## src/rtl/sms_defines.vh

```
// Constants for the sub-frame mask sequencer: register offsets, field
// positions, reset values and timing figures.
// Assumes inclusion by bare name from every design file that needs them.
`ifndef SMS_DEFINES_VH
`define SMS_DEFINES_VH

`define SMS_ADDR_W          8
`define SMS_DATA_W          24
`define SMS_POS_W           12
`define SMS_CLKCNT_W        16

`define SMS_OFS_OVL_MASK    8'h99
`define SMS_OFS_ILLUM_MASK  8'h9C
`define SMS_OFS_CALC_MASK   8'h9D
`define SMS_OFS_PDN_MASK    8'h9E
`define SMS_OFS_COUNTS      8'h9F

`define SMS_LAST_MSB        23
`define SMS_LAST_LSB        12
`define SMS_FIRST_MSB       11
`define SMS_FIRST_LSB       0

`define SMS_RST_OVL_MASK    24'h000001
`define SMS_RST_ILLUM_MASK  24'hFFF000
`define SMS_RST_CALC_MASK   24'h000000
`define SMS_RST_PDN_MASK    24'h000000
`define SMS_RST_COUNTS      24'h000000

`define SMS_NUM_MASKS       4
`define SMS_MASK_OVL        0
`define SMS_MASK_ILLUM      1
`define SMS_MASK_CALC       2
`define SMS_MASK_PDN        3

`define SMS_TG_CLK_NS       25
`define SMS_REF_CLK_NS      10
`define SMS_PHASE_W         6

`endif

```

## src/rtl/sms_subframe_mask_sequencer.v

```verilog
// Sub-frame mask sequencer of the timing generator: configuration
// registers, timing-generator clock enable, and the per-sub-frame gates
// for overload window, illumination, calculation and power-down.
// Assumes a single ref_clk domain; the register port is driven by the
// device's serial-interface register logic on the same clock.
`timescale 1ns/1ps
`include "sms_defines.vh"

module sms_subframe_mask_sequencer #(
   parameter ADDR_W   = `SMS_ADDR_W,
   parameter DATA_W   = `SMS_DATA_W,
   parameter POS_W    = `SMS_POS_W,
   parameter CLKCNT_W = `SMS_CLKCNT_W
) (
   input  wire                ref_clk,
   input  wire                rstn,
   input  wire                run,
   input  wire [CLKCNT_W-1:0] subframeClockCount,
   input  wire                regWrEn,
   input  wire                regRdEn,
   input  wire [ADDR_W-1:0]   regAddr,
   input  wire [DATA_W-1:0]   regWrData,
   output reg  [DATA_W-1:0]   regRdData_q,
   output reg                 regRdValid_q,
   output reg                 regHit_q,
   output reg                 tgClkEn_q,
   output wire [POS_W-1:0]    subframeIndex,
   output reg                 subframeStart_q,
   output reg                 frameStart_q,
   output reg                 averagingActive_q,
   output reg                 ovlWindowAllow_q,
   output reg                 illumAllow_q,
   output reg                 calcAllow_q,
   output reg                 powerDownAllow_q
);

   localparam NMASK = `SMS_NUM_MASKS;
   // The phase accumulator counts nanoseconds: one step per reference
   // clock, one enable each time a timing-generator period is crossed.
   localparam [`SMS_PHASE_W-1:0] PHASE_STEP = `SMS_REF_CLK_NS;
   localparam [`SMS_PHASE_W-1:0] PHASE_WRAP = `SMS_TG_CLK_NS;

   // Mask registers, indexed by the SMS_MASK_* constants.
   reg  [DATA_W-1:0]        maskReg_q [0:NMASK-1];
   reg  [DATA_W-1:0]        countsReg_q;
   reg  [`SMS_PHASE_W-1:0]  phase_q;
   reg  [`SMS_PHASE_W-1:0]  phase_d;
   reg                      tgClkEn_d;
   reg  [NMASK-1:0]         inRange;
   reg  [NMASK-1:0]         maskHit;
   reg  [DATA_W-1:0]        rdMux;
   reg                      rdHit;
   reg                      runSeen_q;
   reg                      subframeStart_d;
   reg                      frameStart_d;
   reg                      averagingActive_d;
   reg  [NMASK-1:0]         gates_d;
   wire                     boundary;
   wire [POS_W-1:0]         frameLength;
   wire [POS_W-1:0]         avgField;
   wire [POS_W-1:0]         nextIndex;
   wire                     subframeEnd;
   wire                     frameEnd;
   wire                     wrOvl;
   wire                     wrIllum;
   wire                     wrCalc;
   wire                     wrPdn;
   wire                     wrCounts;

   assign wrOvl    = regWrEn & (regAddr == `SMS_OFS_OVL_MASK);
   assign wrIllum  = regWrEn & (regAddr == `SMS_OFS_ILLUM_MASK);
   assign wrCalc   = regWrEn & (regAddr == `SMS_OFS_CALC_MASK);
   assign wrPdn    = regWrEn & (regAddr == `SMS_OFS_PDN_MASK);
   assign wrCounts = regWrEn & (regAddr == `SMS_OFS_COUNTS);

   always @(posedge ref_clk) begin
      if (!rstn) begin
         maskReg_q[`SMS_MASK_OVL] <= `SMS_RST_OVL_MASK;
      end else if (wrOvl) begin
         maskReg_q[`SMS_MASK_OVL] <= regWrData;
      end
   end

   always @(posedge ref_clk) begin
      if (!rstn) begin
         maskReg_q[`SMS_MASK_ILLUM] <= `SMS_RST_ILLUM_MASK;
      end else if (wrIllum) begin
         maskReg_q[`SMS_MASK_ILLUM] <= regWrData;
      end
   end

   always @(posedge ref_clk) begin
      if (!rstn) begin
         maskReg_q[`SMS_MASK_CALC] <= `SMS_RST_CALC_MASK;
      end else if (wrCalc) begin
         maskReg_q[`SMS_MASK_CALC] <= regWrData;
      end
   end

   always @(posedge ref_clk) begin
      if (!rstn) begin
         maskReg_q[`SMS_MASK_PDN] <= `SMS_RST_PDN_MASK;
      end else if (wrPdn) begin
         maskReg_q[`SMS_MASK_PDN] <= regWrData;
      end
   end

   always @(posedge ref_clk) begin
      if (!rstn) begin
         countsReg_q <= `SMS_RST_COUNTS;
      end else if (wrCounts) begin
         countsReg_q <= regWrData;
      end
   end

   assign frameLength = countsReg_q[`SMS_FIRST_MSB:`SMS_FIRST_LSB];
   assign avgField    = countsReg_q[`SMS_LAST_MSB:`SMS_LAST_LSB];

   // Registered read port; every field is read/write, so a read returns
   // exactly what was last written.  Unmapped offsets read as zero.
   always @* begin
      rdMux = {DATA_W{1'b0}};
      rdHit = 1'b1;
      case (regAddr)
         `SMS_OFS_OVL_MASK: begin
            rdMux = maskReg_q[`SMS_MASK_OVL];
         end
         `SMS_OFS_ILLUM_MASK: begin
            rdMux = maskReg_q[`SMS_MASK_ILLUM];
         end
         `SMS_OFS_CALC_MASK: begin
            rdMux = maskReg_q[`SMS_MASK_CALC];
         end
         `SMS_OFS_PDN_MASK: begin
            rdMux = maskReg_q[`SMS_MASK_PDN];
         end
         `SMS_OFS_COUNTS: begin
            rdMux = countsReg_q;
         end
         default: begin
            rdHit = 1'b0;
         end
      endcase
   end

   always @(posedge ref_clk) begin
      if (!rstn) begin
         regRdData_q  <= {DATA_W{1'b0}};
         regRdValid_q <= 1'b0;
         regHit_q     <= 1'b0;
      end else begin
         regRdValid_q <= regRdEn;
         if (regRdEn) begin
            regRdData_q <= rdMux;
         end
         if (regRdEn || regWrEn) begin
            regHit_q <= rdHit;
         end
      end
   end

   // 25 ns clock from 10 ns
   // The timing-generator clock is 2.5 reference cycles, so a phase
   // accumulator alternates gaps of 2 and 3 cycles.  The average rate is
   // exact; single sub-frames jitter by at most one reference cycle.
   always @* begin
      phase_d   = phase_q + PHASE_STEP;
      tgClkEn_d = 1'b0;
      if (phase_d >= PHASE_WRAP) begin
         phase_d   = phase_d - PHASE_WRAP;
         tgClkEn_d = 1'b1;
      end
   end

   always @(posedge ref_clk) begin
      if (!rstn || !run) begin
         phase_q   <= {`SMS_PHASE_W{1'b0}};
         tgClkEn_q <= 1'b0;
      end else begin
         phase_q   <= phase_d;
         tgClkEn_q <= tgClkEn_d;
      end
   end

   sms_frame_counter #(
      .POS_W    (POS_W),
      .CLKCNT_W (CLKCNT_W)
   ) uFrameCounter (
      .ref_clk            (ref_clk),
      .rstn               (rstn),
      .run                (run),
      .tgClkEn            (tgClkEn_q),
      .subframeClockCount (subframeClockCount),
      .frameLength        (frameLength),
      .subframeIndex_q    (subframeIndex),
      .subframeEnd        (subframeEnd),
      .frameEnd           (frameEnd)
   );

   // The gates are evaluated for the sub-frame about to begin, so they
   // change together with subframeStart_q and hold for the whole sub-frame.
   assign nextIndex = frameEnd ? {POS_W{1'b0}} :
                      (subframeEnd ? subframeIndex +
                                     {{(POS_W-1){1'b0}}, 1'b1} :
                                     subframeIndex);

   genvar gi;
   generate
      for (gi = 0; gi < NMASK; gi = gi + 1) begin : gMask
         always @* begin
            inRange[gi] =
               (nextIndex >= maskReg_q[gi][`SMS_FIRST_MSB:`SMS_FIRST_LSB]) &&
               (nextIndex <= maskReg_q[gi][`SMS_LAST_MSB:`SMS_LAST_LSB]);
         end
      end
   endgenerate

   always @* begin
      maskHit                 = inRange;
      maskHit[`SMS_MASK_PDN]  = ~inRange[`SMS_MASK_PDN];
   end

   // A boundary is the end of a sub-frame or the first cycle of a run;
   // the first sub-frame after run rises is a frame start as well.
   assign boundary = subframeEnd | ~runSeen_q;

   // Gates reload only at a boundary, so a register write in the middle
   // of a sub-frame waits for the next one instead of cutting a gate.
   // Nothing here checks that the frame length covers the averaged
   // count; software has to keep that order.
   always @* begin
      subframeStart_d   = boundary;
      frameStart_d      = frameEnd | ~runSeen_q;
      averagingActive_d = averagingActive_q;
      gates_d           = {powerDownAllow_q, calcAllow_q, illumAllow_q,
                           ovlWindowAllow_q};
      if (boundary) begin
         averagingActive_d = (nextIndex <= avgField);
         gates_d           = maskHit;
      end
   end

   always @(posedge ref_clk) begin
      if (!rstn) begin
         runSeen_q         <= 1'b0;
         subframeStart_q   <= 1'b0;
         frameStart_q      <= 1'b0;
         averagingActive_q <= 1'b0;
         ovlWindowAllow_q  <= 1'b0;
         illumAllow_q      <= 1'b0;
         calcAllow_q       <= 1'b0;
         powerDownAllow_q  <= 1'b0;
      end else if (!run) begin
         runSeen_q         <= 1'b0;
         subframeStart_q   <= 1'b0;
         frameStart_q      <= 1'b0;
         averagingActive_q <= 1'b0;
         ovlWindowAllow_q  <= 1'b0;
         illumAllow_q      <= 1'b0;
         calcAllow_q       <= 1'b0;
         powerDownAllow_q  <= 1'b0;
      end else begin
         runSeen_q         <= 1'b1;
         subframeStart_q   <= subframeStart_d;
         frameStart_q      <= frameStart_d;
         averagingActive_q <= averagingActive_d;
         ovlWindowAllow_q  <= gates_d[`SMS_MASK_OVL];
         illumAllow_q      <= gates_d[`SMS_MASK_ILLUM];
         calcAllow_q       <= gates_d[`SMS_MASK_CALC];
         powerDownAllow_q  <= gates_d[`SMS_MASK_PDN];
      end
   end

endmodule // sms_subframe_mask_sequencer

```

## src/rtl/sms_frame_counter.v

```verilog
// Sub-frame timer and sub-frame index counter for one frame.
// Assumes tgClkEn is a one-cycle pulse on ref_clk at the timing-generator
// rate and that all inputs come from logic on ref_clk.
`timescale 1ns/1ps
`include "sms_defines.vh"

module sms_frame_counter #(
   parameter POS_W    = `SMS_POS_W,
   parameter CLKCNT_W = `SMS_CLKCNT_W
) (
   input  wire                ref_clk,
   input  wire                rstn,
   input  wire                run,
   input  wire                tgClkEn,
   input  wire [CLKCNT_W-1:0] subframeClockCount,
   input  wire [POS_W-1:0]    frameLength,
   output reg  [POS_W-1:0]    subframeIndex_q,
   output wire                subframeEnd,
   output wire                frameEnd
);

   reg  [CLKCNT_W-1:0] tgCount_q;
   wire [CLKCNT_W-1:0] tgLast;

   // A zero count would never end a sub-frame; treat it as one clock.
   assign tgLast = (subframeClockCount == {CLKCNT_W{1'b0}}) ?
                   {CLKCNT_W{1'b0}} :
                   subframeClockCount - {{(CLKCNT_W-1){1'b0}}, 1'b1};

   assign subframeEnd = run & tgClkEn & (tgCount_q >= tgLast);
   assign frameEnd = subframeEnd & (subframeIndex_q >= frameLength);

   always @(posedge ref_clk) begin
      if (!rstn || !run) begin
         tgCount_q <= {CLKCNT_W{1'b0}};
      end else if (subframeEnd) begin
         tgCount_q <= {CLKCNT_W{1'b0}};
      end else if (tgClkEn) begin
         tgCount_q <= tgCount_q + {{(CLKCNT_W-1){1'b0}}, 1'b1};
      end
   end

   always @(posedge ref_clk) begin
      if (!rstn || !run) begin
         subframeIndex_q <= {POS_W{1'b0}};
      end else if (frameEnd) begin
         subframeIndex_q <= {POS_W{1'b0}};
      end else if (subframeEnd) begin
         subframeIndex_q <= subframeIndex_q + {{(POS_W-1){1'b0}}, 1'b1};
      end
   end

endmodule // sms_frame_counter

```

## config.mk

```make
export PLATFORM = sky130hd
export DESIGN_NAME = sms_subframe_mask_sequencer
export DESIGN_NICKNAME = d
export VERILOG_FILES = /design/src/rtl/sms_subframe_mask_sequencer.v /design/src/rtl/sms_frame_counter.v
export VERILOG_INCLUDE_DIRS = /design/src /design/src/rtl
export SDC_FILE = /design/constraint.sdc
export NUM_CORES = 1
export LEC_CHECK = 0
export BUFFER_PORTS_ARGS = -buffer_cell sky130_fd_sc_hd__buf_2
export CAP_MARGIN = 25
export CORE_MARGIN = 2
export CORE_UTILIZATION = 60
export CTS_BUF_LIST = sky130_fd_sc_hd__clkbuf_16
export CTS_CLUSTER_SIZE = 28
export DETAILED_ROUTE_END_ITERATION = 16
export PLACE_DENSITY_LB_ADDON = 0.25
export SETUP_SLACK_MARGIN = 0.3
export SYNTH_ARGS = -nofsm -noshare
export SYNTH_HDL_FRONTEND = slang
export SYNTH_SLANG_ARGS = --single-unit
```

## constraint.sdc

```tcl
create_clock -name ref_clk -period 18 [get_ports ref_clk]
set_input_delay 2.7 -clock ref_clk [delete_from_list [all_inputs] [get_ports ref_clk]]
set_output_delay 2.7 -clock ref_clk [all_outputs]
set_load 0.02 [all_outputs]
```

# Yosys cells after proc, flatten, opt, wreduce, memory -nomap -nowiden
# Memories as Yosys holds them, arrays and structs flattened.
# Cells that the tools add are included.
word_totals:
  ff_bits: 93
  mem_bits_rw: 96
  in_bits: 53
  out_inout_bits: 46
  elab_cells: 92
  memories: 1
classes:
  n_addsub: 5
  magnitude_cmp: 12
  eq_ne: 5
  muxes: 25
  bitwise_logic: 16
  n_reduce_logical: 12
memory_table:
  columns: ["name", "depth", "word_bits", "read_ports", "rd_clocked_by_memory_dff", "write_ports", "line", "text"]
  rows:
  - ["maskReg_q", 4, 24, 4, 0, 4, "sms_subframe_mask_sequencer.v:44", "reg [DATA_W-1:0] maskReg_q [0:NMASK-1];"]
op_table:
  columns: ["op", "n"]
  rows:
  - ["case mux 24 bit (5 select lines)", 1]
  - ["two-way mux 24 bit", 4]
  - [">= comparator 12 bit", 5]
  - ["<= comparator 12 bit", 5]
  - ["== test 8 bit, second input constant", 5]
  - ["two-way mux 12 bit", 2]
  - ["adder 16 x 1 -> 16 bit, second input constant", 1]
  - [">= comparator 16 bit", 1]
  - ["logical NOT 16 bit", 1]
  - ["two-way mux 1 bit", 16]
  - ["two-way mux 16 bit", 1]
  - ["subtractor 16 x 1 -> 16 bit, second input constant", 1]
  - ["adder 12 x 1 -> 12 bit, second input constant", 1]
  - ["AND 1 bit", 8]
  - ["adder 6 x 4 -> 6 bit, second input constant", 1]
  - [">= comparator 6 x 5 -> 1 bit, second input constant", 1]
  - ["two-way mux 6 bit", 1]
  - ["OR 1 bit", 6]
  - ["subtractor 6 x 5 -> 6 bit, second input constant", 1]
  - ["OR reduction 5 bit", 1]
  - ["logical AND 1 bit", 4]
  - ["logical NOT 1 bit", 2]
  - ["logical OR 1 bit", 2]
  - ["inverter 1 bit", 2]
  - ["2 further kinds", 2]

# Depth between registers and ports, before layout
depth:
  word_depth: 9
  mapped_depth: 27
  ltp_nobuf: 27

# Modules after synthesis
# Synthesis repeated with hierarchy kept, for this count alone.
hier_totals:
  hier_cells: 1328
  area_unflattened_um2: 12007.8
modules_own_cells:
  columns: ["module", "instances", "cells_each", "area_per_inst_um2"]
  rows:
  - ["sms_subframe_mask_sequencer", 1, 1040, 9701.8]
  - ["sms_frame_counter", 1, 288, 2306.0]

# Least setup slack after synthesis
# Ideal clock, no wire load.
synth_path:
  kind: "input port to flip-flop"
  start: "in subframeClockCount[12]"
  end: "reg illumAllow_q"
  setup_time_ns: 0.086
  arrival_ns: 7.703
  t_required_ns: 17.914
  slack_ns: 10.211
  path_stages: 22
  cell_sequence: "or4_1 > or4_1 > clkbuf_1 > clkbuf_1 > nand2_1 > ha_1 > nand4_2 > or4_4 > o21a_4 > nor2_1 > nand2_1 > o21ai_0 > ha_1 > a21oi_1 > nor3b_1 > o21a_1 > o21ai_0 > a211o_1 > o21ai_0 > nand3b_1 > o211ai_1 > a221oi_2"
synth_via:
  elab_chain_len: 8
  word_cells_on_any_way: 12
  cone_classes: "add/sub: 1; order compare: 3; mux: 3; bitwise: 3; reduce/logical: 2"
synth_lines:
  columns: ["item", "line", "text"]
  rows:
  - ["start, declared", "sms_subframe_mask_sequencer.v:18", "input wire [CLKCNT_W-1:0] subframeClockCount,"]
  - ["subtractor 16 x 1 -> 16 bit or logical NOT 16 bit (tied branches)", "sms_frame_counter.v:28, sms_frame_counter.v:26", null]
  - ["two-way mux 16 bit *", "sms_frame_counter.v:26", "assign tgLast = (subframeClockCount == {CLKCNT_W{1'b0}}) ?"]
  - [">= comparator 16 bit *", "sms_frame_counter.v:30", "assign subframeEnd = run & tgClkEn & (tgCount_q >= tgLast);"]
  - ["AND 1 bit *", "sms_frame_counter.v:30", null]
  - ["two-way mux 12 bit or AND 1 bit (tied branches)", "sms_subframe_mask_sequencer.v:203, sms_frame_counter.v:31", null]
  - ["two-way mux 12 bit *", "sms_subframe_mask_sequencer.v:202", "assign nextIndex = frameEnd ? {POS_W{1'b0}} :"]
  - ["via nextIndex[5]", "sms_subframe_mask_sequencer.v:61", "wire [POS_W-1:0] nextIndex;"]
  - [">= comparator 12 bit or <= comparator 12 bit (tied branches)", "sms_subframe_mask_sequencer.v:212, sms_subframe_mask_sequencer.v:213", null]
  - ["logical AND 1 bit *", "sms_subframe_mask_sequencer.v:212", "(nextIndex >= maskReg_q[gi][`SMS_FIRST_MSB:`SMS_FIRST_LSB]) &&"]
  - ["end signal, assigned", "sms_subframe_mask_sequencer.v:268", "illumAllow_q <= gates_d[`SMS_MASK_ILLUM];"]
  - ["end, declared", "sms_subframe_mask_sequencer.v:32", "output reg illumAllow_q,"]
# Mark *: on every way through the listed nets, which the timed path passes. The rest lies on a longest branch.
# A chain may end at the register's enable or synchronous reset.

# Worst setup path after layout
layout_path:
  start: "in subframeClockCount[12]"
  end: "reg ovlWindowAllow_q"
layout_via:
  elab_chain_len: 8
  word_cells_on_any_way: 12
  cone_classes: "add/sub: 1; order compare: 3; mux: 3; bitwise: 3; reduce/logical: 2"
layout_lines:
  columns: ["item", "line", "text"]
  rows:
  - ["subtractor 16 x 1 -> 16 bit or logical NOT 16 bit (tied branches)", "sms_frame_counter.v:28, sms_frame_counter.v:26", null]
  - ["two-way mux 16 bit *", "sms_frame_counter.v:26", null]
  - [">= comparator 16 bit *", "sms_frame_counter.v:30", null]
  - ["AND 1 bit *", "sms_frame_counter.v:30", null]
  - ["two-way mux 12 bit or AND 1 bit (tied branches)", "sms_subframe_mask_sequencer.v:203, sms_frame_counter.v:31", null]
  - ["two-way mux 12 bit *", "sms_subframe_mask_sequencer.v:202", null]
  - ["via nextIndex[11]", "sms_subframe_mask_sequencer.v:61", null]
  - [">= comparator 12 bit or <= comparator 12 bit (tied branches)", "sms_subframe_mask_sequencer.v:212, sms_subframe_mask_sequencer.v:213", null]
  - ["logical AND 1 bit *", "sms_subframe_mask_sequencer.v:212", null]
  - ["end signal, assigned", "sms_subframe_mask_sequencer.v:267", "ovlWindowAllow_q <= gates_d[`SMS_MASK_OVL];"]
  - ["end, declared", "sms_subframe_mask_sequencer.v:31", "output reg ovlWindowAllow_q,"]
# Marked as above.

==> results.tsv <==
metric	value	unit
status	finished, final reports clean	
grt_pass1_wl	50900	µm
synth_top_area_share	24.5	%
ant_nets	0	
hold_slack	0.472	ns
total_power	942	µW
min_period_over_period	45.6	%
initial_core_util	60.8	%
syn_to_final_growth	11.9	%
grt_usage	32.4	%
via_per_inst	5.97	
p_leak	0.00573	µW
cp-start-kind	primary input	
vdd_drop_max	0.0657	mV
synth_seq_cells	189	
hold_violations	0	
yosys-top-cells-area	edfxtp_1 25%, dfxtp_1 16%, ha_1 14%, nand2_1 5.6%, and2_1 5.0%	
drive_gt1_share	12.0	%
place_hpwl	22900	µm
synth_area	11800	µm²
antenna_found_initial	0	
clockPowerShare	40.2	%
tns	0	ns
synthCells	1305	
multi_input_area	6390	µm²
drtPass1Iterations	6	
pwr-share-seq	50.7	%
die_h	144	µm
path_max_fanout	16	
dp_cells	1637	
clock.fmax	0.122	GHz
place.gp.congestion	0.937	
cts_hold_buf	0	
gr-total-overflow	0	
p_sw	249	µW
clk_latency	0.44	ns
maxCapViolations	0	
finClkSkew	0.0136	ns
pin_count	99	
clkTransAtPathRegs	0.08	ns
syn-num-nets	1493	
core	19300	µm²
post_cts_buffers	0	
routed_wl	32900	µm
async_flop_share	0	%
drc	0	
report.final.slew_viol_count	0	
stdcell_count	1670	
hold_path.class	flip-flop to flip-flop	
tritoncts	yes	
max_slew.worst_pin.slew	0.974	ns
num-nets-final	1580	
cts_sinks	189	
intPower	694	µW
ys.flop_type	edfxtp_1	
fp-row-count	51	
cts_made_buffers	17	
root_buffer	clkbuf_16	
diodes	0	
setup_viol	0	
rsz0062_at_grt	false	
grt_max_degree	59	
period_needed	8.22	ns
cts_buffer_depth	2	
fillers	1584	
layout.area.seq	4740	µm²
powerDensity	71.6	nW/µm²
critPathRequiredTime	18.36	ns
vias	9965	
io_buffer_count	98	
route.detailed.wl_per_inst	19.7	µm
grt_pass1_vias	9875	
crit_arrival	8.57	ns
worst-setup-path-type	primary input to flip-flop	
avgSynthCellArea	9.01	µm²
cts_resized	0	
endpoint_kind	flip-flop	
die-area	20700	µm²
synth_edf_count	96	
cts_max_level	4	
combPwrFrac	9.1	%
die_w	144	µm
yosysTopAreaCell	edfxtp_1	
p_sw_share	26.4	%
ys_seq_area_share	40.3	%
first_iter_violations	715	
relSlewSlack	34.8	%
synth_cell_types	61	
yosys_warnings	0	
## registers in the layout, indices dropped and copies added, names as in the netlist
name                           flops
averagingActive_q                  1
calcAllow_q                        1
countsReg_q                       24
frameStart_q                       1
illumAllow_q                       1
maskReg_q                         96
ovlWindowAllow_q                   1
phase_q                            6
powerDownAllow_q                   1
regHit_q                           1
regRdData_q                       24
regRdValid_q                       1
runSeen_q                          1
subframeStart_q                    1
tgClkEn_q                          1
uFrameCounter.subframeIndex_q     12
uFrameCounter.tgCount_q           16
## cell families after synthesis
logic type | after synthesis | synth area share, %
XOR/XNOR | 42 | 3.13
AND/OR/NAND/NOR | 467 | 19.6
AO/OA/AOI/OAI | 271 | 14.4
buffers and inverters | 170 | 5.49
adder cells (fa/ha/maj) | 139 | 14.7
flip-flops | 189 | 40.3
multiplexers | 27 | 2.31
## worst paths after layout
kind	startpoint	endpoint	slack [ns]	cells after the start
hold reg to reg	regHit_q	regHit_q	0.47	2
setup reg to reg	uFrameCounter.tgCount_q[13]	ovlWindowAllow_q	13.19	19
hold / removal	regHit_q	regHit_q	0.47	2
setup / recovery	subframeClockCount[12]	ovlWindowAllow_q	9.78	23
## through the flow
step	utilization [%]	instance area [µm²]	worst slack, ns
2_1_floorplan	-	11800	10.21
6_report	68.1	13200	9.78
3_3_place_gp	64.9	12500	9.66
4_1_cts	68.0	13100	9.86
3_5_place_dp	65.0	12600	9.42
5_1_grt	68.1	13200	9.41
## placed cells by master (no fill, tap or decap), types with 27 or more instances in the layout
master    instances
o21ai_0          88
edfxtp_1         96
ha_1            135
a31oi_1          28
a21oi_1          53
inv_1           120
nand2_1         174
nor2_1           67
buf_2            98
dfxtp_1          93
and2_1           94
xor2_1           27
## power groups by stage
| stage | registers [µW] | clock network (µW) | logic, µW |
|---|---|---|---|
| finish | 478 | 379 | 85.6 |
| global placement | 487 | 0 | 81.8 |
| global route | 480 | 395 | 94.8 |
| CTS | 478 | 380 | 84.6 |
| detailed placement | 488 | 0 | 83.8 |
| floorplan | 489 | 0 | 48.3 |
## worst max-delay path, stage by stage
cell and delay (ns):
buf_2 0.12, or4_1 0.57, or4_1 0.77, nand2_1 0.16, ha_1 0.17, nand4_2 0.12
or4_4 0.56, o21ai_2 0.31, and2_1 0.22, and3_1 0.23, nand3_1 0.10, xor2_1 0.17
nor2_1 0.69, ha_1 0.38, nand4_1 0.10, inv_1 0.06, nand4_1 0.11, a21oi_1 0.08
nand2_1 0.08, o21ai_0 0.09, a2111oi_0 0.42, o311ai_1 0.16, a211oi_1 0.20
## cell usage after synthesis (all sizes together) (4+ instances only)
library cell / count
a211oi: 4
a21boi: 26
a21o: 9
a21oi: 54
a22oi: 25
a31oi: 28
and2: 94
and3: 16
clkbuf: 47
dfxtp: 93
edfxtp: 96
ha: 135
inv: 120
maj3: 4
mux2i: 26
nand2: 174
nand2b: 10
nand3: 25
nand3b: 4
nand4: 17
nor2: 69
nor2b: 9
nor3: 21
nor3b: 6
o211ai: 4
o21ai: 92
o22ai: 4
or3: 13
or4: 5
xnor2: 15
xor2: 27
## cell type report
cell class                 instances  share of cell area, %
inverter                         120                   3.42
tap                              265                   2.52
multi-input combinational        946                   48.6
clock buffer                      17                   3.23
sequential                       189                   36.1
clock inverter                    15                   1.14
timing repair buffer             118                   5.05
## per-layer routing
| layer | track usage (%) | vias to the layer above | routed length (µm) | part of all wire (%) |
|---|---|---|---|---|
| li1 | - | 4730 | - | - |
| met1 | 42.8 | 4674 | 13600 | 41 |
| met2 | 53.0 | 478 | 15100 | 46 |
| met3 | 5.63 | 83 | 3170 | 9.6 |
| met4 | 13.3 | 0 | 1060 | 3.2 |
| met5 | 0 | - | 0 | 0 |
No activity file was read; power rests on OpenSTA's default activity.
